--- src/rtl/lrb_pkg.sv ---
// Package of constants and carrier types for the rating blocking and data recovery block
// Function
// RQ1 - Base TV mask bit set blocks matching rating
// RQ2 - Sexual/fantasy/violence variant masks block matching rating
// RQ3 - Dialogue and language variant masks block matching rating
// RQ4 - Cleared mask bit never raises blocking output
// RQ5 - Host writes zero to reserved mask bits
// RQ6 - First status shows first rating byte
// RQ7 - First status bit 7 shows blocking match
// RQ8 - Second status shows second rating byte
// RQ9 - Second status bit 7 shows rating valid
// RQ10 - Extension field prolongs blocking per frame
// RQ11 - Control bit 7 enables program blocking
// RQ12 - Extended data taken from even field only
// RQ13 - Class bits enable recovery, secondary code restricts
// RQ14 - Filtered pairs loaded at once, in order
// RQ15 - Loading sets pair-ready and two-byte flags
// RQ16 - Recovered pair readable without read-select
// RQ17 - Filter resets zero; zero disables recovery
// RQ18 - Host avoids other reads early in field 2
// RQ19 - Host reads at field end or blanking
// RQ20 - Non read-select commands leave recovery alone
// RQ21 - Write command C5 plus code sets filter
// RQ22 - Filter bits: five classes, three-bit secondary
// RQ23 - Output ORs enabled matches, gated, extended
package lrb_pkg;

  // Register addresses
  localparam logic [3:0] REG_FILTER     = 4'h5;
  localparam logic [3:0] REG_MOVIE_MASK = 4'h6;
  localparam logic [3:0] REG_TV_BASE    = 4'h9;
  localparam logic [3:0] REG_TV_SV      = 4'ha;
  localparam logic [3:0] REG_TV_DL      = 4'hb;
  localparam logic [3:0] REG_STAT1      = 4'hc;
  localparam logic [3:0] REG_STAT2      = 4'hd;
  localparam logic [3:0] REG_BLK_CTRL   = 4'he;

  // Writable bits of each mask; reserved bits store and read as zero
  localparam logic [7:0] MOVIE_MASK_BITS = 8'h7f;
  localparam logic [7:0] TV_BASE_BITS    = 8'h3f;
  localparam logic [7:0] TV_SV_BITS      = 8'hf7;
  localparam logic [7:0] TV_DL_BITS      = 8'h73;

  // Values after reset
  localparam logic [7:0] FILTER_RESET = 8'h00;
  localparam logic [7:0] MASK_RESET   = 8'h00;
  localparam logic [7:0] BLK_RESET    = 8'h00;

  // Field positions
  localparam int BLK_EN_BIT    = 7;
  localparam int FILT_SEC_LSB  = 5;
  localparam int STAT_FLAG_BIT = 7;

  // Command upper nibbles
  localparam logic [3:0] CMD_WRITE = 4'hc;
  localparam logic [3:0] CMD_RDS1  = 4'h4;
  localparam logic [3:0] CMD_RDS2  = 4'h6;

  // Extended data control codes and classes
  localparam logic [6:0] XDS_CTRL_LO  = 7'h01;
  localparam logic [6:0] XDS_CTRL_HI  = 7'h0e;
  localparam logic [6:0] XDS_END      = 7'h0f;
  localparam logic [6:0] CC_CTRL_LO   = 7'h10;
  localparam logic [6:0] CC_CTRL_HI   = 7'h1f;
  localparam logic [2:0] CLS_CURRENT  = 3'h0;
  localparam logic [2:0] CLS_CHANNEL  = 3'h2;
  localparam logic [2:0] CLS_MISC     = 3'h3;
  localparam logic [2:0] CLS_RESERVED = 3'h5;
  localparam logic [6:0] TYPE_RATING  = 7'h05;
  localparam logic [1:0] SYS_TV       = 2'h1;

  // Secondary filter codes
  localparam logic [2:0] SEC_ALL    = 3'h0;
  localparam logic [2:0] SEC_TIME   = 3'h1;
  localparam logic [2:0] SEC_INBAND = 3'h2;
  localparam logic [2:0] SEC_RATING = 3'h3;
  localparam logic [2:0] SEC_VCR    = 3'h4;

  // Byte pair from the slicer
  typedef struct packed {
    logic [7:0] b0;
    logic [7:0] b1;
  } lrb_pair_t;

  // Captured rating
  typedef struct packed {
    logic       valid;
    logic [6:0] first;
    logic [6:0] second;
  } lrb_rating_t;

  typedef enum logic {CMD_IDLE, CMD_WDATA} lrb_cmd_state_t;

endpackage : lrb_pkg

--- src/rtl/lrb_top.sv ---
// Rating blocking output and filtered extended data recovery
`timescale 1ns/1ps
module lrb_top (
  // Clock and reset
  input  wire logic             i_clk,
  input  wire logic             i_rst,
  // Line 21 pairs from the slicer
  input  wire logic             i_l21_valid,
  input  wire logic             i_l21_field2,
  input  wire lrb_pkg::lrb_pair_t i_l21_pair,
  // Video timing and tuner events
  input  wire logic             i_frame_tick,
  input  wire logic             i_chan_change,
  // Command bytes from the serial port
  input  wire logic             i_cmd_valid,
  input  wire logic       [7:0] i_cmd_byte,
  input  wire logic             i_out_read,
  // Serial output registers and status flags
  output logic            [7:0] o_out_byte0,
  output logic            [7:0] o_out_byte1,
  output logic                  o_pair_ready_flag,
  output logic                  o_two_byte_flag,
  // Blocking pin
  output logic                  o_block
);

  lrb_pkg::lrb_cmd_state_t cmd_state_reg;
  logic [3:0]              wr_addr_reg;
  logic [7:0]              filter_reg;
  logic [7:0]              movie_mask_reg;
  logic [7:0]              tv_base_reg;
  logic [7:0]              tv_sv_reg;
  logic [7:0]              tv_dl_reg;
  logic [7:0]              blk_ctrl_reg;
  lrb_pkg::lrb_rating_t    rating_reg;
  logic                    match_reg;
  logic [6:0]              ext_cnt_reg;
  logic                    in_xds_reg;
  logic                    pass_reg;
  logic [2:0]              cls_reg;
  logic                    rate_pkt_reg;
  logic [6:0]              c0;
  logic [6:0]              c1;
  logic [2:0]              cls_now;
  logic                    is_xds_ctrl;
  logic                    is_start;
  logic                    is_end;
  logic                    is_cc;
  logic                    pass_now;
  logic                    emit;
  logic                    xds_load;
  logic                    rate_cap;
  logic                    cmd_wr;
  logic                    cmd_rds;
  logic                    blk_en;
  logic                    block_next;
  logic [7:0]              sec_ctx;

  // Register read mux; reserved addresses read zero
  function automatic logic [7:0] reg_read(input logic [3:0] a);
    unique case (a)
      lrb_pkg::REG_FILTER:     reg_read = filter_reg;
      lrb_pkg::REG_MOVIE_MASK: reg_read = movie_mask_reg;
      lrb_pkg::REG_TV_BASE:    reg_read = tv_base_reg;
      lrb_pkg::REG_TV_SV:      reg_read = tv_sv_reg;
      lrb_pkg::REG_TV_DL:      reg_read = tv_dl_reg;
      lrb_pkg::REG_STAT1:      reg_read = {match_reg, rating_reg.first};      // [RQ6] [RQ7]
      lrb_pkg::REG_STAT2:      reg_read = {rating_reg.valid, rating_reg.second}; // [RQ8] [RQ9]
      lrb_pkg::REG_BLK_CTRL:   reg_read = blk_ctrl_reg;
      default:                 reg_read = 8'h00;
    endcase
  endfunction : reg_read

  // Class select: reserved and undefined classes pass only with all five bits set
  function automatic logic class_ok(input logic [7:0] f, input logic [2:0] c);
    if (c < lrb_pkg::CLS_RESERVED) begin
      class_ok = f[c];
    end else begin
      class_ok = (f[4:0] == 5'h1f);
    end
  endfunction : class_ok

  // Secondary filter on class and type
  function automatic logic sec_ok(input logic [2:0] s, input logic [2:0] c, input logic [6:0] t);
    unique case (s)
      lrb_pkg::SEC_ALL:    sec_ok = 1'b1;
      lrb_pkg::SEC_TIME:   sec_ok = (c == lrb_pkg::CLS_MISC) && (t == 7'h01 || t == 7'h04);
      lrb_pkg::SEC_INBAND: sec_ok = (c == lrb_pkg::CLS_CURRENT);
      lrb_pkg::SEC_RATING: sec_ok = (c == lrb_pkg::CLS_CURRENT) && (t == lrb_pkg::TYPE_RATING);
      lrb_pkg::SEC_VCR:    sec_ok = ((c == lrb_pkg::CLS_MISC) && (t == 7'h01 || t == 7'h04 || t == 7'h40))
                                 || ((c == lrb_pkg::CLS_CHANNEL) && (t >= 7'h01) && (t <= 7'h03))
                                 || ((c == lrb_pkg::CLS_CURRENT) && (t == 7'h08 || t == 7'h0d));
      default:             sec_ok = 1'b0;
    endcase
  endfunction : sec_ok

  // Does the captured rating hit an enabled mask bit
  function automatic logic rating_hit(input lrb_pkg::lrb_rating_t r, input logic [7:0] mm,
                                      input logic [7:0] mb, input logic [7:0] ms, input logic [7:0] md);
    logic [2:0] g;
    logic       hit;
    g   = r.second[2:0];
    hit = 1'b0;
    if (r.first[4:3] == lrb_pkg::SYS_TV) begin
      if (g >= 3'h1 && g <= 3'h6) begin
        hit = mb[g - 3'h1];                                               // [RQ1]
      end
      hit = hit | (r.second[4] & ((g == 3'h4 & ms[0]) | (g == 3'h5 & ms[1]) | (g == 3'h6 & ms[2]))); // [RQ2]
      hit = hit | (r.second[5] & ((g == 3'h2 & ms[4]) | (g == 3'h4 & ms[5])
                                 | (g == 3'h5 & ms[6]) | (g == 3'h6 & ms[7])));  // [RQ2]
      hit = hit | (r.first[5] & ((g == 3'h4 & md[0]) | (g == 3'h5 & md[1])));  // [RQ3]
      hit = hit | (r.second[3] & ((g == 3'h4 & md[4]) | (g == 3'h5 & md[5]) | (g == 3'h6 & md[6]))); // [RQ3]
    end else if (r.first[2:0] != 3'h0) begin
      hit = mm[r.first[2:0] - 3'h1];
    end
    rating_hit = r.valid & hit;                                           // [RQ4]
  endfunction : rating_hit

  // Pair decode; parity bit is dropped before classing
  always_comb begin
    c0          = i_l21_pair.b0[6:0];
    c1          = i_l21_pair.b1[6:0];
    is_xds_ctrl = (c0 >= lrb_pkg::XDS_CTRL_LO) && (c0 <= lrb_pkg::XDS_CTRL_HI);
    is_start    = is_xds_ctrl & c0[0];
    is_end      = (c0 == lrb_pkg::XDS_END);
    is_cc       = (c0 >= lrb_pkg::CC_CTRL_LO) && (c0 <= lrb_pkg::CC_CTRL_HI);
    sec_ctx     = 8'(c0 - 7'h01);
    cls_now     = sec_ctx[3:1];
    pass_now    = class_ok(filter_reg, cls_now)
                & sec_ok(filter_reg[7:lrb_pkg::FILT_SEC_LSB], cls_now, c1);  // [RQ13] [RQ22]
  end

  // Which pairs reach the output; the rating filter hides the start pair
  always_comb begin
    emit = 1'b0;
    if (is_start) begin
      emit = pass_now & (filter_reg[7:lrb_pkg::FILT_SEC_LSB] != lrb_pkg::SEC_RATING);
    end else if (is_xds_ctrl) begin
      emit = pass_reg & (cls_now == cls_reg);
    end else if (is_end) begin
      emit = in_xds_reg & pass_reg;
    end else if (!is_cc) begin
      emit = in_xds_reg & pass_reg;
    end
  end

  assign xds_load = i_l21_valid & i_l21_field2 & (filter_reg != 8'h00) & emit; // [RQ12] [RQ17]
  assign rate_cap = i_l21_valid & i_l21_field2 & in_xds_reg & rate_pkt_reg
                  & !is_xds_ctrl & !is_end & !is_cc;
  assign cmd_wr   = i_cmd_valid & (cmd_state_reg == lrb_pkg::CMD_WDATA);
  assign cmd_rds  = i_cmd_valid & (cmd_state_reg == lrb_pkg::CMD_IDLE)
                  & (i_cmd_byte[7:4] == lrb_pkg::CMD_RDS1 || i_cmd_byte[7:4] == lrb_pkg::CMD_RDS2);
  assign blk_en   = blk_ctrl_reg[lrb_pkg::BLK_EN_BIT];

  // Packet tracking across field-2 pairs
  always_ff @(posedge i_clk or posedge i_rst) begin
    if (i_rst) begin
      in_xds_reg   <= 1'b0;
      pass_reg     <= 1'b0;
      cls_reg      <= 3'h0;
      rate_pkt_reg <= 1'b0;
    end else if (i_l21_valid && i_l21_field2) begin                  // [RQ12]
      if (is_start) begin
        in_xds_reg   <= 1'b1;
        pass_reg     <= pass_now;
        cls_reg      <= cls_now;
        rate_pkt_reg <= (cls_now == lrb_pkg::CLS_CURRENT) && (c1 == lrb_pkg::TYPE_RATING);
      end else if (is_xds_ctrl) begin
        in_xds_reg   <= 1'b1;
        pass_reg     <= pass_reg & (cls_now == cls_reg);
      end else if (is_end || is_cc) begin
        in_xds_reg   <= 1'b0;                                           // Captions interrupt the packet
        rate_pkt_reg <= rate_pkt_reg & is_cc;
      end else if (rate_cap) begin
        rate_pkt_reg <= 1'b0;                                           // Only the first data pair is the rating
      end
    end
  end

  // Command decoder: write carries one data byte, read-select is one byte
  always_ff @(posedge i_clk or posedge i_rst) begin
    if (i_rst) begin
      cmd_state_reg <= lrb_pkg::CMD_IDLE;
      wr_addr_reg   <= 4'h0;
    end else if (i_cmd_valid) begin
      unique case (cmd_state_reg)
        lrb_pkg::CMD_IDLE: begin
          if (i_cmd_byte[7:4] == lrb_pkg::CMD_WRITE) begin              // [RQ21]
            cmd_state_reg <= lrb_pkg::CMD_WDATA;
            wr_addr_reg   <= i_cmd_byte[3:0];
          end
        end
        lrb_pkg::CMD_WDATA: begin
          cmd_state_reg <= lrb_pkg::CMD_IDLE;
        end
      endcase
    end
  end

  // Writable registers; reserved mask bits are forced to zero
  always_ff @(posedge i_clk or posedge i_rst) begin
    if (i_rst) begin
      filter_reg     <= lrb_pkg::FILTER_RESET;                          // [RQ17]
      movie_mask_reg <= lrb_pkg::MASK_RESET;
      tv_base_reg    <= lrb_pkg::MASK_RESET;
      tv_sv_reg      <= lrb_pkg::MASK_RESET;
      tv_dl_reg      <= lrb_pkg::MASK_RESET;
      blk_ctrl_reg   <= lrb_pkg::BLK_RESET;
    end else if (cmd_wr) begin
      unique case (wr_addr_reg)
        lrb_pkg::REG_FILTER:     filter_reg     <= i_cmd_byte;          // [RQ21]
        lrb_pkg::REG_MOVIE_MASK: movie_mask_reg <= i_cmd_byte & lrb_pkg::MOVIE_MASK_BITS;
        lrb_pkg::REG_TV_BASE:    tv_base_reg    <= i_cmd_byte & lrb_pkg::TV_BASE_BITS; // [RQ1] [RQ5]
        lrb_pkg::REG_TV_SV:      tv_sv_reg      <= i_cmd_byte & lrb_pkg::TV_SV_BITS;   // [RQ2] [RQ5]
        lrb_pkg::REG_TV_DL:      tv_dl_reg      <= i_cmd_byte & lrb_pkg::TV_DL_BITS;   // [RQ3] [RQ5]
        lrb_pkg::REG_BLK_CTRL:   blk_ctrl_reg   <= i_cmd_byte;          // [RQ10] [RQ11]
        default:                 ;
      endcase
    end
  end

  // Rating capture; a new channel makes the old rating stale
  always_ff @(posedge i_clk or posedge i_rst) begin
    if (i_rst) begin
      rating_reg <= '0;
    end else if (i_chan_change) begin
      rating_reg.valid <= 1'b0;                                         // [RQ9]
    end else if (rate_cap) begin
      rating_reg.first  <= c0;                                          // [RQ6]
      rating_reg.second <= c1;                                          // [RQ8]
      rating_reg.valid  <= 1'b1;                                        // [RQ9]
    end
  end

  // Match is registered so the status bit and the pin agree
  always_ff @(posedge i_clk or posedge i_rst) begin
    if (i_rst) begin
      match_reg <= 1'b0;
    end else begin
      match_reg <= rating_hit(rating_reg, movie_mask_reg, tv_base_reg, tv_sv_reg, tv_dl_reg); // [RQ7] [RQ23]
    end
  end

  // Extension counter: loaded on a channel change while blocking, one count per frame
  always_ff @(posedge i_clk or posedge i_rst) begin
    if (i_rst) begin
      ext_cnt_reg <= 7'h00;
    end else if (i_chan_change && o_block) begin
      ext_cnt_reg <= blk_ctrl_reg[6:0];                                 // [RQ10]
    end else if (i_frame_tick && ext_cnt_reg != 7'h00) begin
      ext_cnt_reg <= ext_cnt_reg - 7'h01;                               // [RQ10]
    end
  end

  // Blocking pin; disabling the function drops it at once
  assign block_next = blk_en & (match_reg | (ext_cnt_reg != 7'h00));    // [RQ11] [RQ23]

  always_ff @(posedge i_clk or posedge i_rst) begin
    if (i_rst) begin
      o_block <= 1'b0;
    end else begin
      o_block <= block_next;                                            // [RQ1] [RQ4]
    end
  end

  // Output registers: a recovered pair beats a read-select in the same cycle
  always_ff @(posedge i_clk or posedge i_rst) begin
    if (i_rst) begin
      o_out_byte0 <= 8'h00;
      o_out_byte1 <= 8'h00;
    end else if (xds_load) begin
      o_out_byte0 <= i_l21_pair.b0;                                     // [RQ14] [RQ16]
      o_out_byte1 <= i_l21_pair.b1;
    end else if (cmd_rds) begin                                         // Only read-select reloads [RQ20]
      o_out_byte0 <= reg_read(i_cmd_byte[3:0]);
      o_out_byte1 <= reg_read(4'(i_cmd_byte[3:0] + 4'h1));
    end
  end

  // Status flags; a load in the clearing cycle keeps them set
  always_ff @(posedge i_clk or posedge i_rst) begin
    if (i_rst) begin
      o_pair_ready_flag <= 1'b0;
      o_two_byte_flag   <= 1'b0;
    end else if (xds_load) begin
      o_pair_ready_flag <= 1'b1;                                        // [RQ15]
      o_two_byte_flag   <= 1'b1;                                        // [RQ15]
    end else if (cmd_rds) begin
      o_pair_ready_flag <= 1'b1;
      o_two_byte_flag   <= (i_cmd_byte[7:4] == lrb_pkg::CMD_RDS2);
    end else if (i_out_read) begin
      o_pair_ready_flag <= 1'b0;
      o_two_byte_flag   <= 1'b0;
    end
  end
endmodule : lrb_top

--- config.mk ---
export PLATFORM = sky130hd
export DESIGN_NAME = lrb_top
export DESIGN_NICKNAME = d
export VERILOG_FILES = /design/src/rtl/lrb_pkg.sv /design/src/rtl/lrb_top.sv
export SDC_FILE = /design/constraint.sdc
export NUM_CORES = 1
export LEC_CHECK = 0
export ABC_AREA = 1
export BUFFER_PORTS_ARGS = -buffer_cell sky130_fd_sc_hd__buf_4
export CAP_MARGIN = 20
export CORE_UTILIZATION = 54
export CTS_BUF_LIST = sky130_fd_sc_hd__clkbuf_16
export DETAILED_ROUTE_END_ITERATION = 6
export PLACE_DENSITY = 0.76
export SKIP_LAST_GASP = 1
export SYNTH_ARGS = -nofsm -noshare
export SYNTH_HDL_FRONTEND = slang
export SYNTH_SLANG_ARGS = --single-unit
--- constraint.sdc ---
create_clock -name i_clk -period 2.6 [get_ports i_clk]
set_clock_uncertainty 0.05 [all_clocks]
set_input_delay 0.13 -clock i_clk [delete_from_list [all_inputs] [get_ports i_clk]]
set_output_delay 0.13 -clock i_clk [all_outputs]
set_load 0.005 [all_outputs]
# ---- Word level (Yosys, flattened, before mapping)
# Cells that the tools add are included.
dict set report totals {
  output_inout_bits 19
  inputBits 32
  reg_bits 94
}
dict set report op_classes {
  bitwise 50
  add_sub_neg 5
  n_lt_le_gt_ge 12
  muxes 42
  reduce_logical 46
  n_eq_ne 47
}
# cell n
set op_table {}
lappend op_table {{$pmux 8 s8} 2}
lappend op_table {{$eq 4x4->1 const B} 17}
lappend op_table {{$and 1x1->1} 35}
lappend op_table {{$eq 4x3->1 const B} 8}
lappend op_table {{$mux 8} 4}
lappend op_table {{$mux 1} 28}
lappend op_table {{$eq 7x4->1 const B} 3}
lappend op_table {{$reduce_and 2->1} 10}
lappend op_table {{$eq 3x2->1 const B} 5}
lappend op_table {{$mux 15} 1}
lappend op_table {{$eq 7x3->1 const B} 2}
lappend op_table {{$ge 7x1->1 const B} 2}
lappend op_table {{$mux 7} 2}
lappend op_table {{$or 1x1->1} 13}
lappend op_table {{$eq 3x3->1 const B} 4}
lappend op_table {{$logic_and 1x1->1} 12}
lappend op_table {{$lt 3x4->1 const B} 3}
lappend op_table {{$reduce_bool 3->1} 4}
lappend op_table {{$bmux 1 s3} 3}
lappend op_table {{$reduce_bool 2->1} 4}
lappend op_table {{$reduce_bool 8->1} 1}
lappend op_table {{$eq 7x1->1 const B} 1}
lappend op_table {{$eq 7x7->1 const B} 1}
lappend op_table {{$ge 7x5->1 const B} 1}
lappend op_table {{other kinds (24)} 36}

# ---- Depth between registers and ports, before layout
# Gate-level depths: netlist (run 1).
dict set report depth {
  ltp_word 12
  mapped_depth 18
}

# ---- Least setup slack after synthesis (run 1)
# OpenSTA, ideal clock, no wires.
dict set report synth_path {
  kind {register to register}
  startpoint {register rating_reg[0] (netlist bit)}
  endpoint {register match_reg}
  path_stages_with_launch 12
  path_buffers 1
  setup_slack_ns 0.796
  synth_period_minus_slack_ns 1.804
  arrival_ns 1.634
  cell_sequence {dfrtp_1 -> clkbuf_1 -> inv_1 -> ha_1 -> nand3_1 -> o21ai_0 -> a31oi_1 -> a21oi_1 -> a21oi_1 -> nand2_1 -> o21ai_0 -> nor2_1}
}
dict set report synth_via {
  elab_chain_cells 11
}
# item line
set synth_rtl {}
lappend synth_rtl {{start, declared} lrb_top.sv:35} ;# lrb_pkg::lrb_rating_t rating_reg;
lappend synth_rtl {{$sub 3x1->3 (tied with other cells)} lrb_top.sv:106} ;# hit = mb[g - 3'h1];
lappend synth_rtl {{$bmux 1 s3 (tied with other cells)} lrb_top.sv:106}
lappend synth_rtl {{$mux 1 (implied by the code) (tied with other cells)} lrb_top.sv:106}
lappend synth_rtl {{$mux 1 (tied with other cells)} lrb_top.sv:105} ;# if (g >= 3'h1 && g <= 3'h6) begin
lappend synth_rtl {{$mux 1 (tied with other cells)} lrb_top.sv:104} ;# if (r.first[4:3] == lrb_pkg::SYS_TV) begin
lappend synth_rtl {{$or 1x1->1 / $and 1x1->1 (equally long branches)} {lrb_top.sv:108, lrb_top.sv:109}}
lappend synth_rtl {{$or 1x1->1} lrb_top.sv:109} ;# hit = hit | (r.second[5] & ((g == 3'h2 & ms[4]) | (g == 3'h4 & ms[5])
lappend synth_rtl {{$or 1x1->1} lrb_top.sv:111} ;# hit = hit | (r.first[5] & ((g == 3'h4 & md[0]) | (g == 3'h5 & md[1])));
lappend synth_rtl {{$or 1x1->1 *} lrb_top.sv:112} ;# hit = hit | (r.second[3] & ((g == 3'h4 & md[4]) | (g == 3'h5 & md[5]) | (g == 3'h6 & md[6])));
lappend synth_rtl {{$mux 1 *} lrb_top.sv:104}
lappend synth_rtl {{$and 1x1->1 *} lrb_top.sv:116} ;# rating_hit = r.valid & hit;
lappend synth_rtl {{end signal, assigned} lrb_top.sv:240} ;# match_reg <= rating_hit(rating_reg, movie_mask_reg, tv_base_reg, tv_sv_reg, tv_dl_reg);
lappend synth_rtl {{end, declared} lrb_top.sv:36} ;# logic match_reg;
# Every way passes the cells marked *; elsewhere a longest branch is shown, timed or not. The select of a mux whose other input is x is not followed.
# A chain may end at the register's enable or synchronous reset.

# ---- Worst setup path after layout (run 1)
dict set report layout_path {
  startpoint {input port i_cmd_byte[1]}
  endpoint {register o_out_byte1[5]}
}
dict set report layout_via {
  elab_chain_cells 5
}
# item line
set layout_rtl {}
lappend layout_rtl {{start, declared} lrb_top.sv:16} ;# input wire logic [7:0] i_cmd_byte,
lappend layout_rtl {{$add 4x1->4 *} lrb_top.sv:276} ;# o_out_byte1 <= reg_read(4'(i_cmd_byte[3:0] + 4'h1));
lappend layout_rtl {{$eq 4x4->1 / $eq 4x3->1 (equally long branches)} lrb_top.sv:61} ;# unique case (a)
lappend layout_rtl {{$pmux 8 s8 *} lrb_top.sv:61}
lappend layout_rtl {{$mux 8 *} lrb_top.sv:274} ;# end else if (cmd_rds) begin
lappend layout_rtl {{$mux 8 *} lrb_top.sv:271} ;# end else if (xds_load) begin
lappend layout_rtl {{end signal, assigned} lrb_top.sv:273} ;# o_out_byte1 <= i_l21_pair.b1;
lappend layout_rtl {{end signal, assigned} lrb_top.sv:276}
lappend layout_rtl {{end, declared} lrb_top.sv:20} ;# output logic [7:0] o_out_byte1,
# Marks and branches as above.

==> impl_metrics.ini, run 1 <==
[clocking]
ctsResizeCount = 0
path_clk_slew_ps = 70
cts_buffers = 9
cts_tree = built
clock_sinks = 94
cts_hold_buf = 8
clkLatencyLatePin_ps = 350
cts_setup_buffers = 0
htree_num_levels = 3
root_buffer = clkbuf_16
clockBufferDepth = 2

[grt]
grt_pass1_vias = 5430
grt_usage = 0.347
grt_max_degree = 54
gr-total-overflow = 0
antenna_found_initial = 0
grt_pass1_wl_mm = 28.9

[die]
core_area_sq_um = 9950
die_h_um = 104
die_w_um = 104
die_area_sq_um = 10900
row_count = 36
io_pins = 51
start_util = 0.566

[critical_path]
critPathTopFamily = simple AND/OR/NAND/NOR gates
r2r_start = rating_reg[7]
worstPathRequired_ps = 2790
worstPathMaxFanout = 10
crit_chain = dlygate4sd3_1 > buf_4 > inv_1 > nand2_1 > inv_1 > nand2_1 > o22ai_1 > nor3_1 > o211ai_1 > nand2_1 > nand2_1 > nand2_1 > nand2_1
endpoint_kind = register
worst-setup-path-type = input port to register
r2r_cells = 8
worstPathArrival_ps = 2540
cp_common_cell = nand2_1
crit_path_start = i_cmd_byte[1]
slowest_stage = dlygate4sd3_1
timing.rr.end = match_reg
r2r_slack_ps = 560
cp.buffers_inverters = 4
worst_path_largest_cell_delay_ps = 520
critPathLaunchType = input port

[logic_synthesis]
syn_inst = 774
synth_commonest_cells = nand2_1, inv_1, dfrtp_1
ys_warn_count = 0
synth_top_area_share = 0.417
synth_edf_count = 0
synth_fp_nets = 818
yosys_register_bits = 94
yosysUniqueCellTypes = 40
synth.yosys.seq_area_share = 0.417
synthFlopType = dfrtp_1
synth.area.top_cells = dfrtp_1, nand2_1, o21ai_0, inv_1, nand3_1
yosysMostFrequentCell = nand2_1
syn_avg_cell_area_sq_um = 7.28
syn-cell-area_sq_um = 5640
synth_top_area_cell = dfrtp_1
synthArstFlopShare = 1.00

[sta]
max_slew_margin = 0.601
finalWorstPathRequiredPeriod_ps = 2340
timing.fmax_mhz = 427
period_share = 0.901
hold_slack_ps = 10.9
hold_violations = 0
fin_tns_setup_ps = 0
setup_viol = 0
rsz0062_at_grt = no
maxSlewViolCount = 0
worstMarginPinSlew_ps = 597

[worst_hold_path]
holdPathStages = 2
hold_class = input port to register
hp-start = i_chan_change
min_to = rating_reg[14]

[drt]
ant_nets = 0
drt-total-wl_mm = 18.1
num_vias = 5750
drc = 0
wl_per_cell_um = 18.6
drtIter0Drc = 716
drtPass1Iterations = 5
vias_per_cell = 5.91

[job]
maxCapViolCount = 0

[pwr]
p_leak_nw = 3.13
total_power_mw = 3.65
swShare = 0.286
clkPwrFrac = 0.372
p_seq_frac = 0.465
intPower_mw = 2.61
power_switching_mw = 1.05
p_per_area_nw_per_um2 = 557
ir_drop_mv = 0.533
power.share.combinational = 0.163

[placement]
gp_congestion = 1.08
numPortBuffers = 50
hpwl_mm = 13.8

[final_layout]
drive_above_1_share = 0.107
fin_nets = 879
final_core_util = 0.659
diodes = 0
fill_cells = 878
multiInputGateArea_sq_um = 2770
area_delta_synth_final_pct = 16.3
seq_area_sq_um = 2350
largest_reg_flops = 15

[run_status]
status = finished, final reports clean
-- through the flow --
| stage | cells | area [sq um] | setup slack (ps) |
|---|---|---|---|
| 2_1_floorplan | 774 | 5640 | 796 |
| 3_3_place_gp | 949 | 6180 | 401 |
| 3_5_place_dp | 949 | 6180 | 279 |
| 4_1_cts | 973 | 6560 | 377 |
| 5_1_grt | 973 | 6560 | 166 |
| 6_report | 973 | 6560 | 257 |
-- metal layers --
layer	GRT usage	part of all wire	vias up
met1	0.473	0.43	2713
met2	0.540	0.46	295
met4	0.108	0.024	0
li1	-	-	2703
met5	0	0	-
met3	0.0921	0.093	39
-- cell usage in the layout (no fill, tap or decap), drive strengths merged --
master	netlist	layout
xnor2	3	3
o2bb2ai	2	2
dlygate4sd3	0	8
nor3b	1	1
o41ai	1	1
o221ai	7	7
buf	7	62
xor2	3	3
nor2	46	46
nand3	61	61
a22oi	1	1
nor4	5	5
o21ai	89	89
nand4	5	5
clkinv	1	3
o31ai	3	3
clkinvlp	0	2
a21oi	25	25
clkbuf	13	9
a221oi	4	4
dfrtp	94	94
nand3b	2	2
o211ai	14	14
nor3	13	13
ha	12	12
o2111ai	4	4
bufinv	0	1
nand2	221	221
o311ai	2	2
inv	108	110
o22ai	25	25
a31oi	1	1
and3	1	1
-- how the worst max path moves through the flow --
stage                      to  slack, ps  cells after the start
3_5_place_dp   o_out_byte1[4]        280                     15
3_3_place_gp   o_out_byte1[5]        400                     15
2_1_floorplan       match_reg        800                     11
4_1_cts        o_out_byte1[5]        380                     13
5_1_grt        o_out_byte1[5]        170                     13
6_report       o_out_byte1[5]        260                     13
-- kinds of logic after synthesis --
logic type,after synthesis,synth area share
fa+ha+maj,12,0.0266
flops,94,0.417
compound gates,178,0.187
simple gates,355,0.268
buf+inv,129,0.0917
xor+xnor,6,0.00932
-- cell type report --
cell class / instances / share of cell area
Multi-Input combinational cell: 551 / 0.422
Sequential cell: 94 / 0.359
Timing Repair Buffer: 70 / 0.0851
Inverter: 109 / 0.0630
Clock buffer: 9 / 0.0344
Tap cell: 133 / 0.0254
Clock inverter: 7 / 0.0111
-- power by group through the flow --
| stage | clock, mW | combinational [mW] | sequential [mW] |
|---|---|---|---|
| after CTS | 1.37 | 0.594 | 1.70 |
| after global placement | 0 | 0.562 | 1.72 |
| after detailed placement | 0 | 0.584 | 1.72 |
| after floorplan | 0 | 0.305 | 1.71 |
| final | 1.36 | 0.596 | 1.70 |
| after global routing | 1.43 | 0.665 | 1.71 |
No activity file was read; power rests on OpenSTA's default activity.
==> inputs of run 2 (changes only) <==
--- a/config.mk
+++ b/config.mk
@@ -9,7 +9,6 @@
 export BUFFER_PORTS_ARGS = -buffer_cell sky130_fd_sc_hd__buf_4
 export CAP_MARGIN = 20
 export CORE_UTILIZATION = 54
-export CTS_BUF_LIST = sky130_fd_sc_hd__clkbuf_16
 export DETAILED_ROUTE_END_ITERATION = 6
 export PLACE_DENSITY = 0.76
 export SKIP_LAST_GASP = 1
==> run 2 against run 1 <==
First-iteration DRC count increased by 12%. Largest power group unchanged. Routed wire length decreased by 0.19%. Critical path depth unchanged. Worst hold slack got worse by 0.68 ps. Sequential share of layout area increased by 0.51 points. Sequential power about the same. The run now ends with DRC left. Core utilization decreased by 0.92 points. Largest cell class unchanged. Worst setup slack improved by 79 ps.
==> impl_metrics.ini, run 2 (synthesis results as in run 1) <==
[critical_path]
endpoint_kind = register
critPathLaunchType = input port
worstPathArrival_ps = 2500
crit_chain = dlygate4sd3_1 > buf_4 > inv_1 > nand2_1 > nor2_1 > inv_1 > o22ai_1 > nor3_1 > o211ai_1 > nand2_1 > nand2_1 > nand2_1 > nand2_1
worst_path_largest_cell_delay_ps = 520
path_depth = 13
worst-setup-path-type = input port to register
cp_common_cell = nand2_1
cp.buffers_inverters = 4
r2r_cells = 8
timing.rr.end = match_reg
critPathTopFamily = buffers and inverters
r2r_slack_ps = 520
slowest_stage = dlygate4sd3_1
crit_path_start = i_cmd_byte[1]
r2r_start = rating_reg[7]
worstPathRequired_ps = 2840
worstPathMaxFanout = 12
crit_path_end = o_out_byte1[5]

[sta]
hold_violations = 0
fin_tns_setup_ps = 0
period_share = 0.871
timing.fmax_mhz = 442
maxSlewViolCount = 0
finalWorstPathRequiredPeriod_ps = 2260
rsz0062_at_grt = no
max_slew_margin = 0.560
setup_viol = 0
worstMarginPinSlew_ps = 660

[run_status]
violations = DRC
status = complete, but fails checks

[pwr]
clkPwrFrac = 0.309
power_switching_mw = 1.01
p_seq_frac = 0.512
ir_drop_mv = 0.325
intPower_mw = 2.31
p_per_area_nw_per_um2 = 513
p_leak_nw = 3.08
swShare = 0.304
power.share.combinational = 0.180

[final_layout]
layout_common_cells = nand2_1, inv_1, dfrtp_1, o21ai_0
fin_area_sq_um = 6460
drive_above_1_share = 0.107
final_common_cell = nand2_1
area_delta_synth_final_pct = 14.7
fin_nets = 880
largest_reg_flops = 15
diodes = 0

[clocking]
root_buffer = clkbuf_8
htree_num_levels = 3
clock_sinks = 94
ctsResizeCount = 0
cts_buffers = 9
cts_hold_buf = 9
path_clk_slew_ps = 110
clockBufferDepth = 2
cts_setup_buffers = 0
clkLatencyLatePin_ps = 380
cts_tree = built

[placement]
hpwl_mm = 13.8
numPortBuffers = 50
gp_congestion = 1.08
place_area_sq_um = 6180

[grt]
grt_pass1_vias = 5461
antenna_found_initial = 0
gr-total-overflow = 0
grt_pass1_wl_mm = 29.2
grt_usage = 0.350
grt_max_degree = 54

[drt]
drc = 3
drt-total-wl_mm = 18.1
wl_per_cell_um = 18.6
vias_per_cell = 5.89
drtPass1Iterations = 7
ant_nets = 0
drtIter0Drc = 804
num_vias = 5737

[die]
row_count = 36
io_pins = 51
die_area_sq_um = 10900
core_area_sq_um = 9950
die_h_um = 104
start_util = 0.566
die_w_um = 104

[worst_hold_path]
holdPathStages = 5
hold_class = input port to register

[job]
maxCapViolCount = 0
## run 2: power groups by stage
stage	sequential [mW]	clock, mW	combinational (mW)
2_1_floorplan	1.71	0	0.305
3_3_place_gp	1.72	0	0.562
3_5_place_dp	1.72	0	0.584
4_1_cts	1.70	1.03	0.596
5_1_grt	1.71	1.09	0.666
6_report	1.70	1.03	0.597
## run 2: worst min path at each step
stage	endpoint	slack [ps]	startpoint
final	o_out_byte0[7]	10	i_l21_pair[15]
after global routing	o_out_byte0[7]	10	i_l21_pair[15]
after CTS	o_out_byte0[7]	10	i_l21_pair[15]
after detailed placement	o_out_byte1[7]	130	i_rst
after global placement	o_out_byte1[7]	120	i_rst
after floorplan	cmd_state_reg	190	i_cmd_valid
## run 2: worst register-to-register path, cell delays in order, from the launching register on
cell and delay [ps]:
dfrtp_1 500, inv_1 170, ha_1 350, a21oi_1 110, o21ai_0 90, and3_1 180, o31ai_1 260, o21ai_0 170
nor2_1 120
## run 2: routing by layer
| metal | wire length (um) | share of wire | GRT usage | up-vias |
|---|---|---|---|---|
| met3 | 1610 | 0.089 | 0.0739 | 44 |
| met1 | 7710 | 0.43 | 0.481 | 2711 |
| met5 | 71 | 0.0039 | 0.0524 | - |
| met2 | 8240 | 0.46 | 0.545 | 281 |
| li1 | - | - | - | 2698 |
| met4 | 435 | 0.024 | 0.118 | 3 |
## run 2: per-stage QoR
stage               total power, mW   util  hold slack [ps]  setup slack, ps  std cells
global route                   3.47  0.649             12.8              213        974
finish                         3.32  0.649             10.2              336        974
floorplan                      2.01      -              187              796        774
CTS                            3.32  0.649             13.3              449        974
global placement               2.28  0.621              120              401        949
detailed placement             2.31  0.621              129              279        949
## run 2: layout make-up
type	count	area (sq um)
tap	133	166
clock inverter	6	68.8
sequential	94	2350
clock buffer	10	128
inverter	109	413
fill	895	3490
multi-input combinational	551	2770
timing repair buffer	71	568
